==> config.mk <==
export PLATFORM = sky130hd
export DESIGN_NAME = phase_shift_bridge_sequencer
export DESIGN_NICKNAME = d
export VERILOG_FILES = /design/src/hdl/bridge_seq_pkg.sv /design/src/hdl/input_sync.sv /design/src/hdl/phase_shift_bridge_sequencer.sv
export SDC_FILE = /design/constraint.sdc
export NUM_CORES = 1
export LEC_CHECK = 0
export ABC_CLOCK_PERIOD_IN_PS = 17100
export BUFFER_PORTS_ARGS = -buffer_cell sky130_fd_sc_hd__buf_2
export CORE_UTILIZATION = 44
export DETAILED_ROUTE_END_ITERATION = 10
export GPL_ROUTABILITY_DRIVEN = 0
export GPL_TIMING_DRIVEN = 0
export SETUP_SLACK_MARGIN = 0.15
export SLEW_MARGIN = 20
export SYNTH_ARGS = -nofsm -noshare
export SYNTH_HDL_FRONTEND = slang
export SYNTH_SLANG_ARGS = --single-unit
==> constraint.sdc <==
create_clock -name sys_clk_in -period 17.1 [get_ports sys_clk_in]
set_input_delay 4.275 -clock sys_clk_in [delete_from_list [all_inputs] [get_ports sys_clk_in]]
set_output_delay 4.275 -clock sys_clk_in [all_outputs]
set_load 0.05 [all_outputs]
==> src/hdl/bridge_seq_pkg.sv <==
/*
 Constants, timing counts and carrier types for the phase-shift bridge sequencer.
 Assumes a single 200 MHz system clock; levels are unsigned codes of 5 mV per step.
*/
package bridge_seq_pkg;

	// Clock and oscillator
	localparam int CLK_MHZ = 200;
	localparam int OSC_FREQ_KHZ = 400;
	localparam int OSC_CYC = (CLK_MHZ * 1000) / OSC_FREQ_KHZ;
	localparam int POS_W = 12;

	// Fixed internal dead-time and rectifier turn-on gap, least times round up
	localparam int FIXED_DEAD_NS = 30;
	localparam int FIXED_DEAD_CYC = (FIXED_DEAD_NS * CLK_MHZ + 999) / 1000;
	localparam int RECT_ON_GAP_NS = 30;
	localparam int RECT_ON_GAP_CYC = (RECT_ON_GAP_NS * CLK_MHZ + 999) / 1000;
	localparam int GAP_W = 4;

	// Programmed delays, in system clock cycles
	localparam int DLY_W = 8;
	localparam int LEAD_W = 9;
	localparam logic [LEAD_W-1:0] LEAD_RESET = 9'h1FF;

	// Level scaling for soft-start, loop error and ramp
	localparam int LVL_W = 10;
	localparam int LVL_LSB_MV = 5;
	localparam logic [LVL_W-1:0] LVL_MAX = 10'h3FF;
	localparam int SS_OFFSET_MV = 1000;
	localparam logic [LVL_W-1:0] SS_OFFSET_LVL = LVL_W'(SS_OFFSET_MV / LVL_LSB_MV);
	localparam int SS_STEP_CYC = 200;

	// Slope compensation full scale, in microamps
	localparam int SLOPE_MAX_UA = 100;
	localparam int SLOPE_W = 7;

	// Gate and rectifier commands
	typedef struct packed {
		logic high_a;
		logic high_b;
		logic low_a;
		logic low_b;
		logic rect_a;
		logic rect_b;
	} gate_cmd_t;

	// Interval within one oscillator period
	typedef enum logic [2:0] {
		ST_LEAD = 3'b001,
		ST_ACTIVE = 3'b010,
		ST_PASSIVE = 3'b100
	} seq_state_t;

endpackage

==> src/hdl/input_sync.sv <==
/*
 Three-stage synchroniser for one pin input with agreement filter.
 Assumes the pin is a slow level; output changes once stages two and three agree.
*/
`timescale 1ns/10ps
module input_sync (
	// Clock and reset
	input wire logic sys_clk_in,
	input wire logic reset_in,
	// Pin and synchronised level
	input wire logic async_in,
	output logic level_out
);
	logic meta_reg;
	logic stage2_reg;
	logic stage3_reg;

	// Chain; the first stage feeds only the second
	always_ff @(posedge sys_clk_in) begin
		if (reset_in) begin
			meta_reg <= 1'b0;
			stage2_reg <= 1'b0;
			stage3_reg <= 1'b0;
		end else begin
			meta_reg <= async_in;
			stage2_reg <= meta_reg;
			stage3_reg <= stage2_reg;
		end
	end

	// Accept a change only when the last two stages agree
	always_ff @(posedge sys_clk_in) begin
		if (reset_in) begin
			level_out <= 1'b0;
		end else if (stage2_reg == stage3_reg) begin
			level_out <= stage3_reg;
		end
	end
endmodule

==> src/hdl/phase_shift_bridge_sequencer.sv <==
/*
 Phase-shifted full-bridge sequencer: four bridge gate commands, two rectifier commands,
 soft-start level, duty comparison and slope compensation code.
 Assumes comparator levels and delay settings arrive on the system clock; ready and
 soft-start hold inputs are pins and are synchronised here.
*/
`timescale 1ns/10ps
module phase_shift_bridge_sequencer #(
	parameter int OSC_CYC = bridge_seq_pkg::OSC_CYC,
	parameter int SS_STEP_CYC = bridge_seq_pkg::SS_STEP_CYC
) (
	// Clock and reset
	input wire logic sys_clk_in,
	input wire logic reset_in,
	// Monitor pins and soft-start hold pin
	input wire logic uvlo_ready_in,
	input wire logic vcc_ready_in,
	input wire logic ref_ready_in,
	input wire logic ss_force_zero_in,
	// Comparator levels
	input wire logic [bridge_seq_pkg::LVL_W-1:0] comp_current_in,
	input wire logic [bridge_seq_pkg::LVL_W-1:0] modulation_ramp_in,
	// Delay settings in clock cycles
	input wire logic [bridge_seq_pkg::DLY_W-1:0] lead_delay_setting_in,
	input wire logic [bridge_seq_pkg::DLY_W-1:0] trail_delay_setting_in,
	// Commands and levels out
	output bridge_seq_pkg::gate_cmd_t gates_out,
	output logic [bridge_seq_pkg::SLOPE_W-1:0] slope_level_out,
	output logic [bridge_seq_pkg::LVL_W-1:0] softstart_level_out
);
	localparam int LW = bridge_seq_pkg::LVL_W;
	localparam int PW = bridge_seq_pkg::POS_W;

	logic [3:0] pin_raw, pin_sync;
	logic monitors_ready, ss_force, boundary, phase_reg, ss_tick, pulse_end;
	logic lead_done, ap_done, gap_done, exit_pulse, idle_rect;
	logic [PW-1:0] pos_cnt_reg, lead_seen_reg;
	logic [15:0] ss_div_reg;
	logic [LW-1:0] ss_level_reg, ss_eff, err_lvl, duty_ref;
	bridge_seq_pkg::seq_state_t state_reg;
	logic [bridge_seq_pkg::LEAD_W-1:0] lead_cnt_reg, lead_total;
	logic [bridge_seq_pkg::DLY_W-1:0] ap_cnt_reg;
	logic [bridge_seq_pkg::GAP_W-1:0] gap_cnt_reg;
	bridge_seq_pkg::gate_cmd_t gate_next;
	// Saturating subtraction for offsets and error inversion
	function automatic logic [LW-1:0] sat_sub(input logic [LW-1:0] a, input logic [LW-1:0] b);
		return (a > b) ? LW'(a - b) : '0;
	endfunction
	// Pin synchronisers
	assign pin_raw = {ss_force_zero_in, ref_ready_in, vcc_ready_in, uvlo_ready_in};
	generate
		for (genvar gi = 0; gi < 4; gi++) begin : g_sync
			input_sync u_sync (
				.sys_clk_in(sys_clk_in),
				.reset_in(reset_in),
				.async_in(pin_raw[gi]),
				.level_out(pin_sync[gi])
			);
		end
	endgenerate
	assign monitors_ready = &pin_sync[2:0];
	assign ss_force = pin_sync[3];
	// Oscillator position; any monitor drop hard-stops and restarts the period
	assign boundary = (pos_cnt_reg == PW'(OSC_CYC - 1));
	always_ff @(posedge sys_clk_in) begin
		if (reset_in || !monitors_ready) begin
			pos_cnt_reg <= '0;
		end else if (boundary) begin
			pos_cnt_reg <= '0;
		end else begin
			pos_cnt_reg <= pos_cnt_reg + 1'b1;
		end
	end
	// Phase alternates on every oscillator period
	always_ff @(posedge sys_clk_in) begin
		if (reset_in || !monitors_ready) begin
			phase_reg <= 1'b0;
		end else if (boundary) begin
			phase_reg <= ~phase_reg;
		end
	end
	// Soft-start step divider
	assign ss_tick = (ss_div_reg == 16'(SS_STEP_CYC - 1));
	always_ff @(posedge sys_clk_in) begin
		if (reset_in || ss_tick) begin
			ss_div_reg <= '0;
		end else begin
			ss_div_reg <= ss_div_reg + 1'b1;
		end
	end
	// Soft-start level: held at zero until ready and while forced low
	always_ff @(posedge sys_clk_in) begin
		if (reset_in || !monitors_ready || ss_force) begin
			ss_level_reg <= '0;
		end else if (ss_tick && ss_level_reg != bridge_seq_pkg::LVL_MAX) begin
			ss_level_reg <= ss_level_reg + 1'b1;
		end
	end
	// Duty reference; a zero reference ends the pulse even while the ramp sits at zero
	assign ss_eff = sat_sub(ss_level_reg, bridge_seq_pkg::SS_OFFSET_LVL);
	assign err_lvl = sat_sub(bridge_seq_pkg::LVL_MAX, comp_current_in);
	assign duty_ref = (ss_eff < err_lvl) ? ss_eff : err_lvl;
	assign pulse_end = (modulation_ramp_in > duty_ref) || (duty_ref == '0);
	// Lead dead-time: fixed part plus programmed part, counted from the clock edge
	assign lead_total = bridge_seq_pkg::LEAD_W'(bridge_seq_pkg::FIXED_DEAD_CYC)
		+ {1'b0, lead_delay_setting_in};
	assign lead_done = (lead_cnt_reg == '0);
	always_ff @(posedge sys_clk_in) begin
		if (reset_in || !monitors_ready) begin
			lead_cnt_reg <= bridge_seq_pkg::LEAD_RESET; // First period stays idle
			lead_seen_reg <= PW'(bridge_seq_pkg::LEAD_RESET);
		end else if (boundary) begin
			lead_cnt_reg <= lead_total;
			lead_seen_reg <= PW'(lead_total); // Setting may move mid-period
		end else if (!lead_done) begin
			lead_cnt_reg <= lead_cnt_reg - 1'b1;
		end
	end
	// End of transfer, including a skipped pulse at zero duty
	assign exit_pulse = (state_reg == bridge_seq_pkg::ST_ACTIVE && (boundary || pulse_end))
		|| (state_reg == bridge_seq_pkg::ST_LEAD && !boundary && lead_done && duty_ref == '0);
	// Trail delay and rectifier gap, both restarted at the end of transfer
	assign ap_done = (ap_cnt_reg == '0);
	assign gap_done = (gap_cnt_reg == '0);
	always_ff @(posedge sys_clk_in) begin
		if (reset_in || !monitors_ready) begin
			ap_cnt_reg <= '0;
		end else if (exit_pulse) begin
			ap_cnt_reg <= trail_delay_setting_in;
		end else if (!ap_done) begin
			ap_cnt_reg <= ap_cnt_reg - 1'b1;
		end
	end
	always_ff @(posedge sys_clk_in) begin
		if (reset_in || !monitors_ready) begin
			gap_cnt_reg <= '0;
		end else if (exit_pulse) begin
			gap_cnt_reg <= bridge_seq_pkg::GAP_W'(bridge_seq_pkg::RECT_ON_GAP_CYC);
		end else if (!gap_done) begin
			gap_cnt_reg <= gap_cnt_reg - 1'b1;
		end
	end
	// Interval sequence; transfer waits for the leg partner to be settled
	always_ff @(posedge sys_clk_in) begin
		if (reset_in || !monitors_ready) begin
			state_reg <= bridge_seq_pkg::ST_LEAD;
		end else begin
			case (state_reg)
				bridge_seq_pkg::ST_LEAD: begin
					if (boundary) begin
						state_reg <= bridge_seq_pkg::ST_LEAD;
					end else if (lead_done && duty_ref == '0) begin
						state_reg <= bridge_seq_pkg::ST_PASSIVE;
					end else if (lead_done && ap_done) begin
						state_reg <= bridge_seq_pkg::ST_ACTIVE;
					end
				end
				bridge_seq_pkg::ST_ACTIVE: begin
					if (boundary) begin
						state_reg <= bridge_seq_pkg::ST_LEAD;
					end else if (pulse_end) begin
						state_reg <= bridge_seq_pkg::ST_PASSIVE;
					end
				end
				bridge_seq_pkg::ST_PASSIVE: begin
					if (boundary) begin
						state_reg <= bridge_seq_pkg::ST_LEAD;
					end
				end
				default: begin
					state_reg <= bridge_seq_pkg::ST_LEAD;
				end
			endcase
		end
	end

	// Gate decode; the clock edge drops the freewheel device of the ending phase
	always_comb begin
		gate_next = '0;
		if (monitors_ready) begin
			case (state_reg)
				bridge_seq_pkg::ST_LEAD: begin
					if (!phase_reg) begin
						gate_next.low_b = ap_done;
						gate_next.rect_a = 1'b1;
					end else begin
						gate_next.high_b = ap_done;
						gate_next.rect_b = 1'b1;
					end
				end
				bridge_seq_pkg::ST_ACTIVE: begin
					if (!phase_reg) begin
						gate_next.high_a = 1'b1;
						gate_next.low_b = 1'b1;
						gate_next.rect_a = 1'b1;
					end else begin
						gate_next.high_b = 1'b1;
						gate_next.low_a = 1'b1;
						gate_next.rect_b = 1'b1;
					end
				end
				bridge_seq_pkg::ST_PASSIVE: begin
					if (!phase_reg) begin
						gate_next.high_a = 1'b1;
						gate_next.high_b = ap_done;
						gate_next.rect_a = 1'b1;
						gate_next.rect_b = gap_done;
					end else begin
						gate_next.low_a = 1'b1;
						gate_next.low_b = ap_done;
						gate_next.rect_b = 1'b1;
						gate_next.rect_a = gap_done;
					end
				end
				default: begin
					gate_next = '0;
				end
			endcase
		end
	end
	assign idle_rect = phase_reg ? gate_next.rect_a : gate_next.rect_b;

	// Registered outputs keep gate edges aligned to one clock
	always_ff @(posedge sys_clk_in) begin
		if (reset_in) begin
			gates_out <= '0;
			softstart_level_out <= '0;
		end else begin
			gates_out <= gate_next;
			softstart_level_out <= ss_level_reg;
		end
	end

	// Slope code, one cycle behind position: full scale in the first cycle of a period, zero in the second; constant divisor
	always_ff @(posedge sys_clk_in) begin
		if (reset_in) begin
			slope_level_out <= '0;
		end else begin
			slope_level_out <= bridge_seq_pkg::SLOPE_W'((32'(pos_cnt_reg)
				* bridge_seq_pkg::SLOPE_MAX_UA) / (OSC_CYC - 1));
		end
	end
endmodule

==> flow_metrics.tcl <==
set metrics [dict create \
    max_freq_mhz 62.9 \
    yosys_warnings 0 \
    buffer_ports.inserted 63 \
    most_instantiated_library_cell_after_synthesis "sky130_fd_sc_hd__nor2_1" \
    maxSlewHeadroom 0.265 \
    vdd_ir_drop_max_mv 0.0434 \
    critical_path.endpoint_type "flip-flop" \
    fp.dieArea_sq_mm 0.0266 \
    critPathKind "reg -> reg" \
    place_worst_setup_slack_ns 1.13 \
    critical_path_peak_fanout 10 \
    initial_core_util 0.451 \
    num-nets-final 1719 \
    global_route.overflow_total 0 \
    tightest_slew_ns 1.09 \
    crit_required_ns 17.36 \
    worst_path_max_delay_cell "sky130_fd_sc_hd__or4b_4" \
    die_width_um 163 \
    flip_flop_count_of_the_largest_register_after_layout 16 \
    worstSkewPairLatency_ns 0.36 \
    final-hold-violation-count 0 \
    avgSynthCellArea_sq_um 7.53 \
    largest_family_of_logic_cells_by_synthesized_area "compound AO/OA/AOI/OAI gates" \
    core-area_sq_mm 0.0253 \
    post-cts-setup-buffers 0 \
    synth.top_cells.by_count "162 x sky130_fd_sc_hd__nor2_1, 125 x sky130_fd_sc_hd__nand2_1, 102 x sky130_fd_sc_hd__dfxtp_1" \
    dp_cells 1912 \
    clock_sink_count 102 \
    drive_above_1_share 0.108 \
    synthAdderAreaFrac 0.0965 \
    synthesis.nets 1645 \
    numCtsBuffers 9 \
    first_global_vias 10300 \
    report.power.total_mw 0.455 \
    arrival_worst_endpoint_ns 16.16 \
    clock_tree.root_cell "sky130_fd_sc_hd__clkbuf_16" \
    period_minus_slack_ns 15.89 \
    globalRouteTotalUtil 0.231 \
    yosys_most_used_dff "sky130_fd_sc_hd__dfxtp_1" \
    async_flop_share 0 \
    synthesized_area_fraction_occupied_by_ao_oa_aoi_and_oai_cells 0.281 \
    count_of_unresolved_drc_violations_after_routing 0 \
    cpLargestDelayFamily "compound AO/OA/AOI/OAI gates" \
    yosys-mux-area-fraction 0.0266 \
    fraction_of_the_cycle_the_final_worst_path_needs 0.929 \
    grt_max_degree 18 \
    yosys.area.top_type "sky130_fd_sc_hd__dfxtp_1" \
    post_drt_via_cell_ratio 5.91 \
    top_level_ports 65 \
    worst_path_most_repeated_cell "sky130_fd_sc_hd__ha_1" \
    final.setup.tns_ns 0 \
    synth_xor_xnor_area_share 0.0941 \
    height_of_the_die_um 163 \
    synth_area_leaders "sky130_fd_sc_hd__dfxtp_1 18%, sky130_fd_sc_hd__ha_1 8.4%, sky130_fd_sc_hd__xnor2_1 5.9%" \
    worst_hold_path_type "reg -> reg" \
    cts.clk_slew.worst_paths_ns 0.07 \
    setup.worst_path.start_class "flip-flop" \
    run_status "finished clean" \
    post_layout_nonfiller_instances 1928 \
    grt_setup_unrepaired "no" \
    slew_violations 0 \
    power.static_leakage_nw 4.93 \
    final.setup.worst_slack_ns 1.21 \
    htree_num_levels 3 \
    crit_cells 54 \
    initial_antenna_violation_count 0 \
    worstPathBufferInverterCount 7 \
    seq_area_frac_synth 0.179 \
    syn_inst 1519 \
    tritoncts_clock_tree "done" \
    std_cell_rows 58 \
    vias 11400 \
    netlist-cell-type-count 117 \
    postRouteAntennaNets 0 \
    max_cap_violations 0 \
    synth-seq-cells 102 \
    synth-simple-area-share 0.277 \
    sum_of_routed_wire_length_over_all_layers_mm 30.9 \
    drt_first_pass_iters 6 \
    fin_skew_ns 0.0161 \
    worst_r2r_path_depth 54 \
    syn_to_final_growth_pct 9.13 \
    wl_per_cell_um 16.0 \
    clock_tree.buffer_depth 2 \
    antennaDiodeCount 0 \
    post-synth-top-area-fraction 0.179 \
    min_delay_path_depth 1 \
    power-per-cell-area_mw_per_mm2 36.5 \
    netlist_area_sq_mm 0.0114 \
    fin_util 0.493 \
    number_of_enable_flip_flop_cells_after_synthesis 0 \
    drtIter0Drc 1035 \
    global_route_wire_length_before_repair_mm 51.0 \
    detailed_place_hpwl_mm 24.3 \
    setup_violations 0 \
    critPathMaxStageDelay_ns 0.64 \
]
## worst paths after layout
check                                                          start  slack [ns]                                     end
worst max register to register             pos_cnt_reg[2]$_SDFF_PP0_        1.21           slope_level_out[0]$_SDFF_PP0_
worst min register to register  g_sync[3].u_sync.meta_reg$_SDFF_PP0_        0.44  g_sync[3].u_sync.stage2_reg$_SDFF_PP0_
worst max-delay path                       pos_cnt_reg[2]$_SDFF_PP0_        1.21           slope_level_out[0]$_SDFF_PP0_
worst min-delay path            g_sync[3].u_sync.meta_reg$_SDFF_PP0_        0.44  g_sync[3].u_sync.stage2_reg$_SDFF_PP0_
## layout make-up
cell class	instances	area, sq um
inverter	61	229
multi-input combinational	1284	8890
tap	330	413
fill	2557	12800
buffer	72	307
clock inverter	5	38.8
sequential	102	2040
clock buffer	11	243
timing repair buffer	63	315
## report_power, final
group,switching (mW),internal (mW),total [mW],leakage (nW)
logic,0.00875,0.00829,0.0170,3.97
clock network,0.0937,0.104,0.198,0.137
registers,0.000855,0.239,0.240,0.824
total,0.103,0.352,0.455,4.93
## cell usage in the layout (no fill, tap or decap), types with 18 or more instances in the layout
cell | netlist | routed
sky130_fd_sc_hd__o21ai_0 | 82 | 81
sky130_fd_sc_hd__buf_2 | 13 | 76
sky130_fd_sc_hd__nand2b_1 | 20 | 20
sky130_fd_sc_hd__mux2i_1 | 27 | 27
sky130_fd_sc_hd__nor3_1 | 56 | 55
sky130_fd_sc_hd__inv_1 | 61 | 61
sky130_fd_sc_hd__and3_1 | 24 | 24
sky130_fd_sc_hd__or3_1 | 18 | 18
sky130_fd_sc_hd__ha_1 | 77 | 77
sky130_fd_sc_hd__a31oi_1 | 19 | 19
sky130_fd_sc_hd__a21oi_1 | 79 | 77
sky130_fd_sc_hd__clkbuf_1 | 53 | 54
sky130_fd_sc_hd__nand3_1 | 54 | 54
sky130_fd_sc_hd__dfxtp_1 | 102 | 102
sky130_fd_sc_hd__nand2_1 | 125 | 125
sky130_fd_sc_hd__xor2_1 | 44 | 44
sky130_fd_sc_hd__nor2b_1 | 36 | 36
sky130_fd_sc_hd__xnor2_1 | 77 | 77
sky130_fd_sc_hd__nor2_1 | 162 | 162
## metrics by stage
| stage | area [sq um] | hold slack (ns) |
|---|---|---|
| floorplan | 11400 | 0.414 |
| global placement | 12200 | 0.419 |
| detailed placement | 12200 | 0.432 |
| CTS | 12400 | 0.449 |
| global route | 12500 | 0.468 |
| finish | 12500 | 0.444 |
## logic make-up after synthesis
| family | after synthesis |
|---|---|
| AND/OR/NAND/NOR | 615 |
| AO/OA/AOI/OAI | 433 |
| buffers and inverters | 133 |
| XOR/XNOR | 122 |
| flip-flops | 102 |
| adder cells (fa/ha/maj) | 84 |
| multiplexers | 30 |
## worst register-to-register path, delay by kind of cell, from the launching register on
kind	cells	cell delay [ns]
XOR/XNOR	3	0.53
flip-flops	1	0.38
AO/OA/AOI/OAI	20	5.12
AND/OR/NAND/NOR	15	4.82
multiplexers	3	0.86
buffers and inverters	7	2.24
adder cells (fa/ha/maj)	6	1.89
## routing by layer
layer | up-vias | GRT usage | share of wire
met5 | - | 0 | 0
met2 | 276 | 0.365 | 0.44
met3 | 47 | 0.0279 | 0.041
met1 | 5300 | 0.328 | 0.50
li1 | 5772 | - | -
met4 | 0 | 0.0620 | 0.020
## repair_timing
item                       CTS  global route
setup endpoints to repair    0             1
hold buffers                 0             0
resized for setup            0             7
Power figures use the tool's default switching activity.
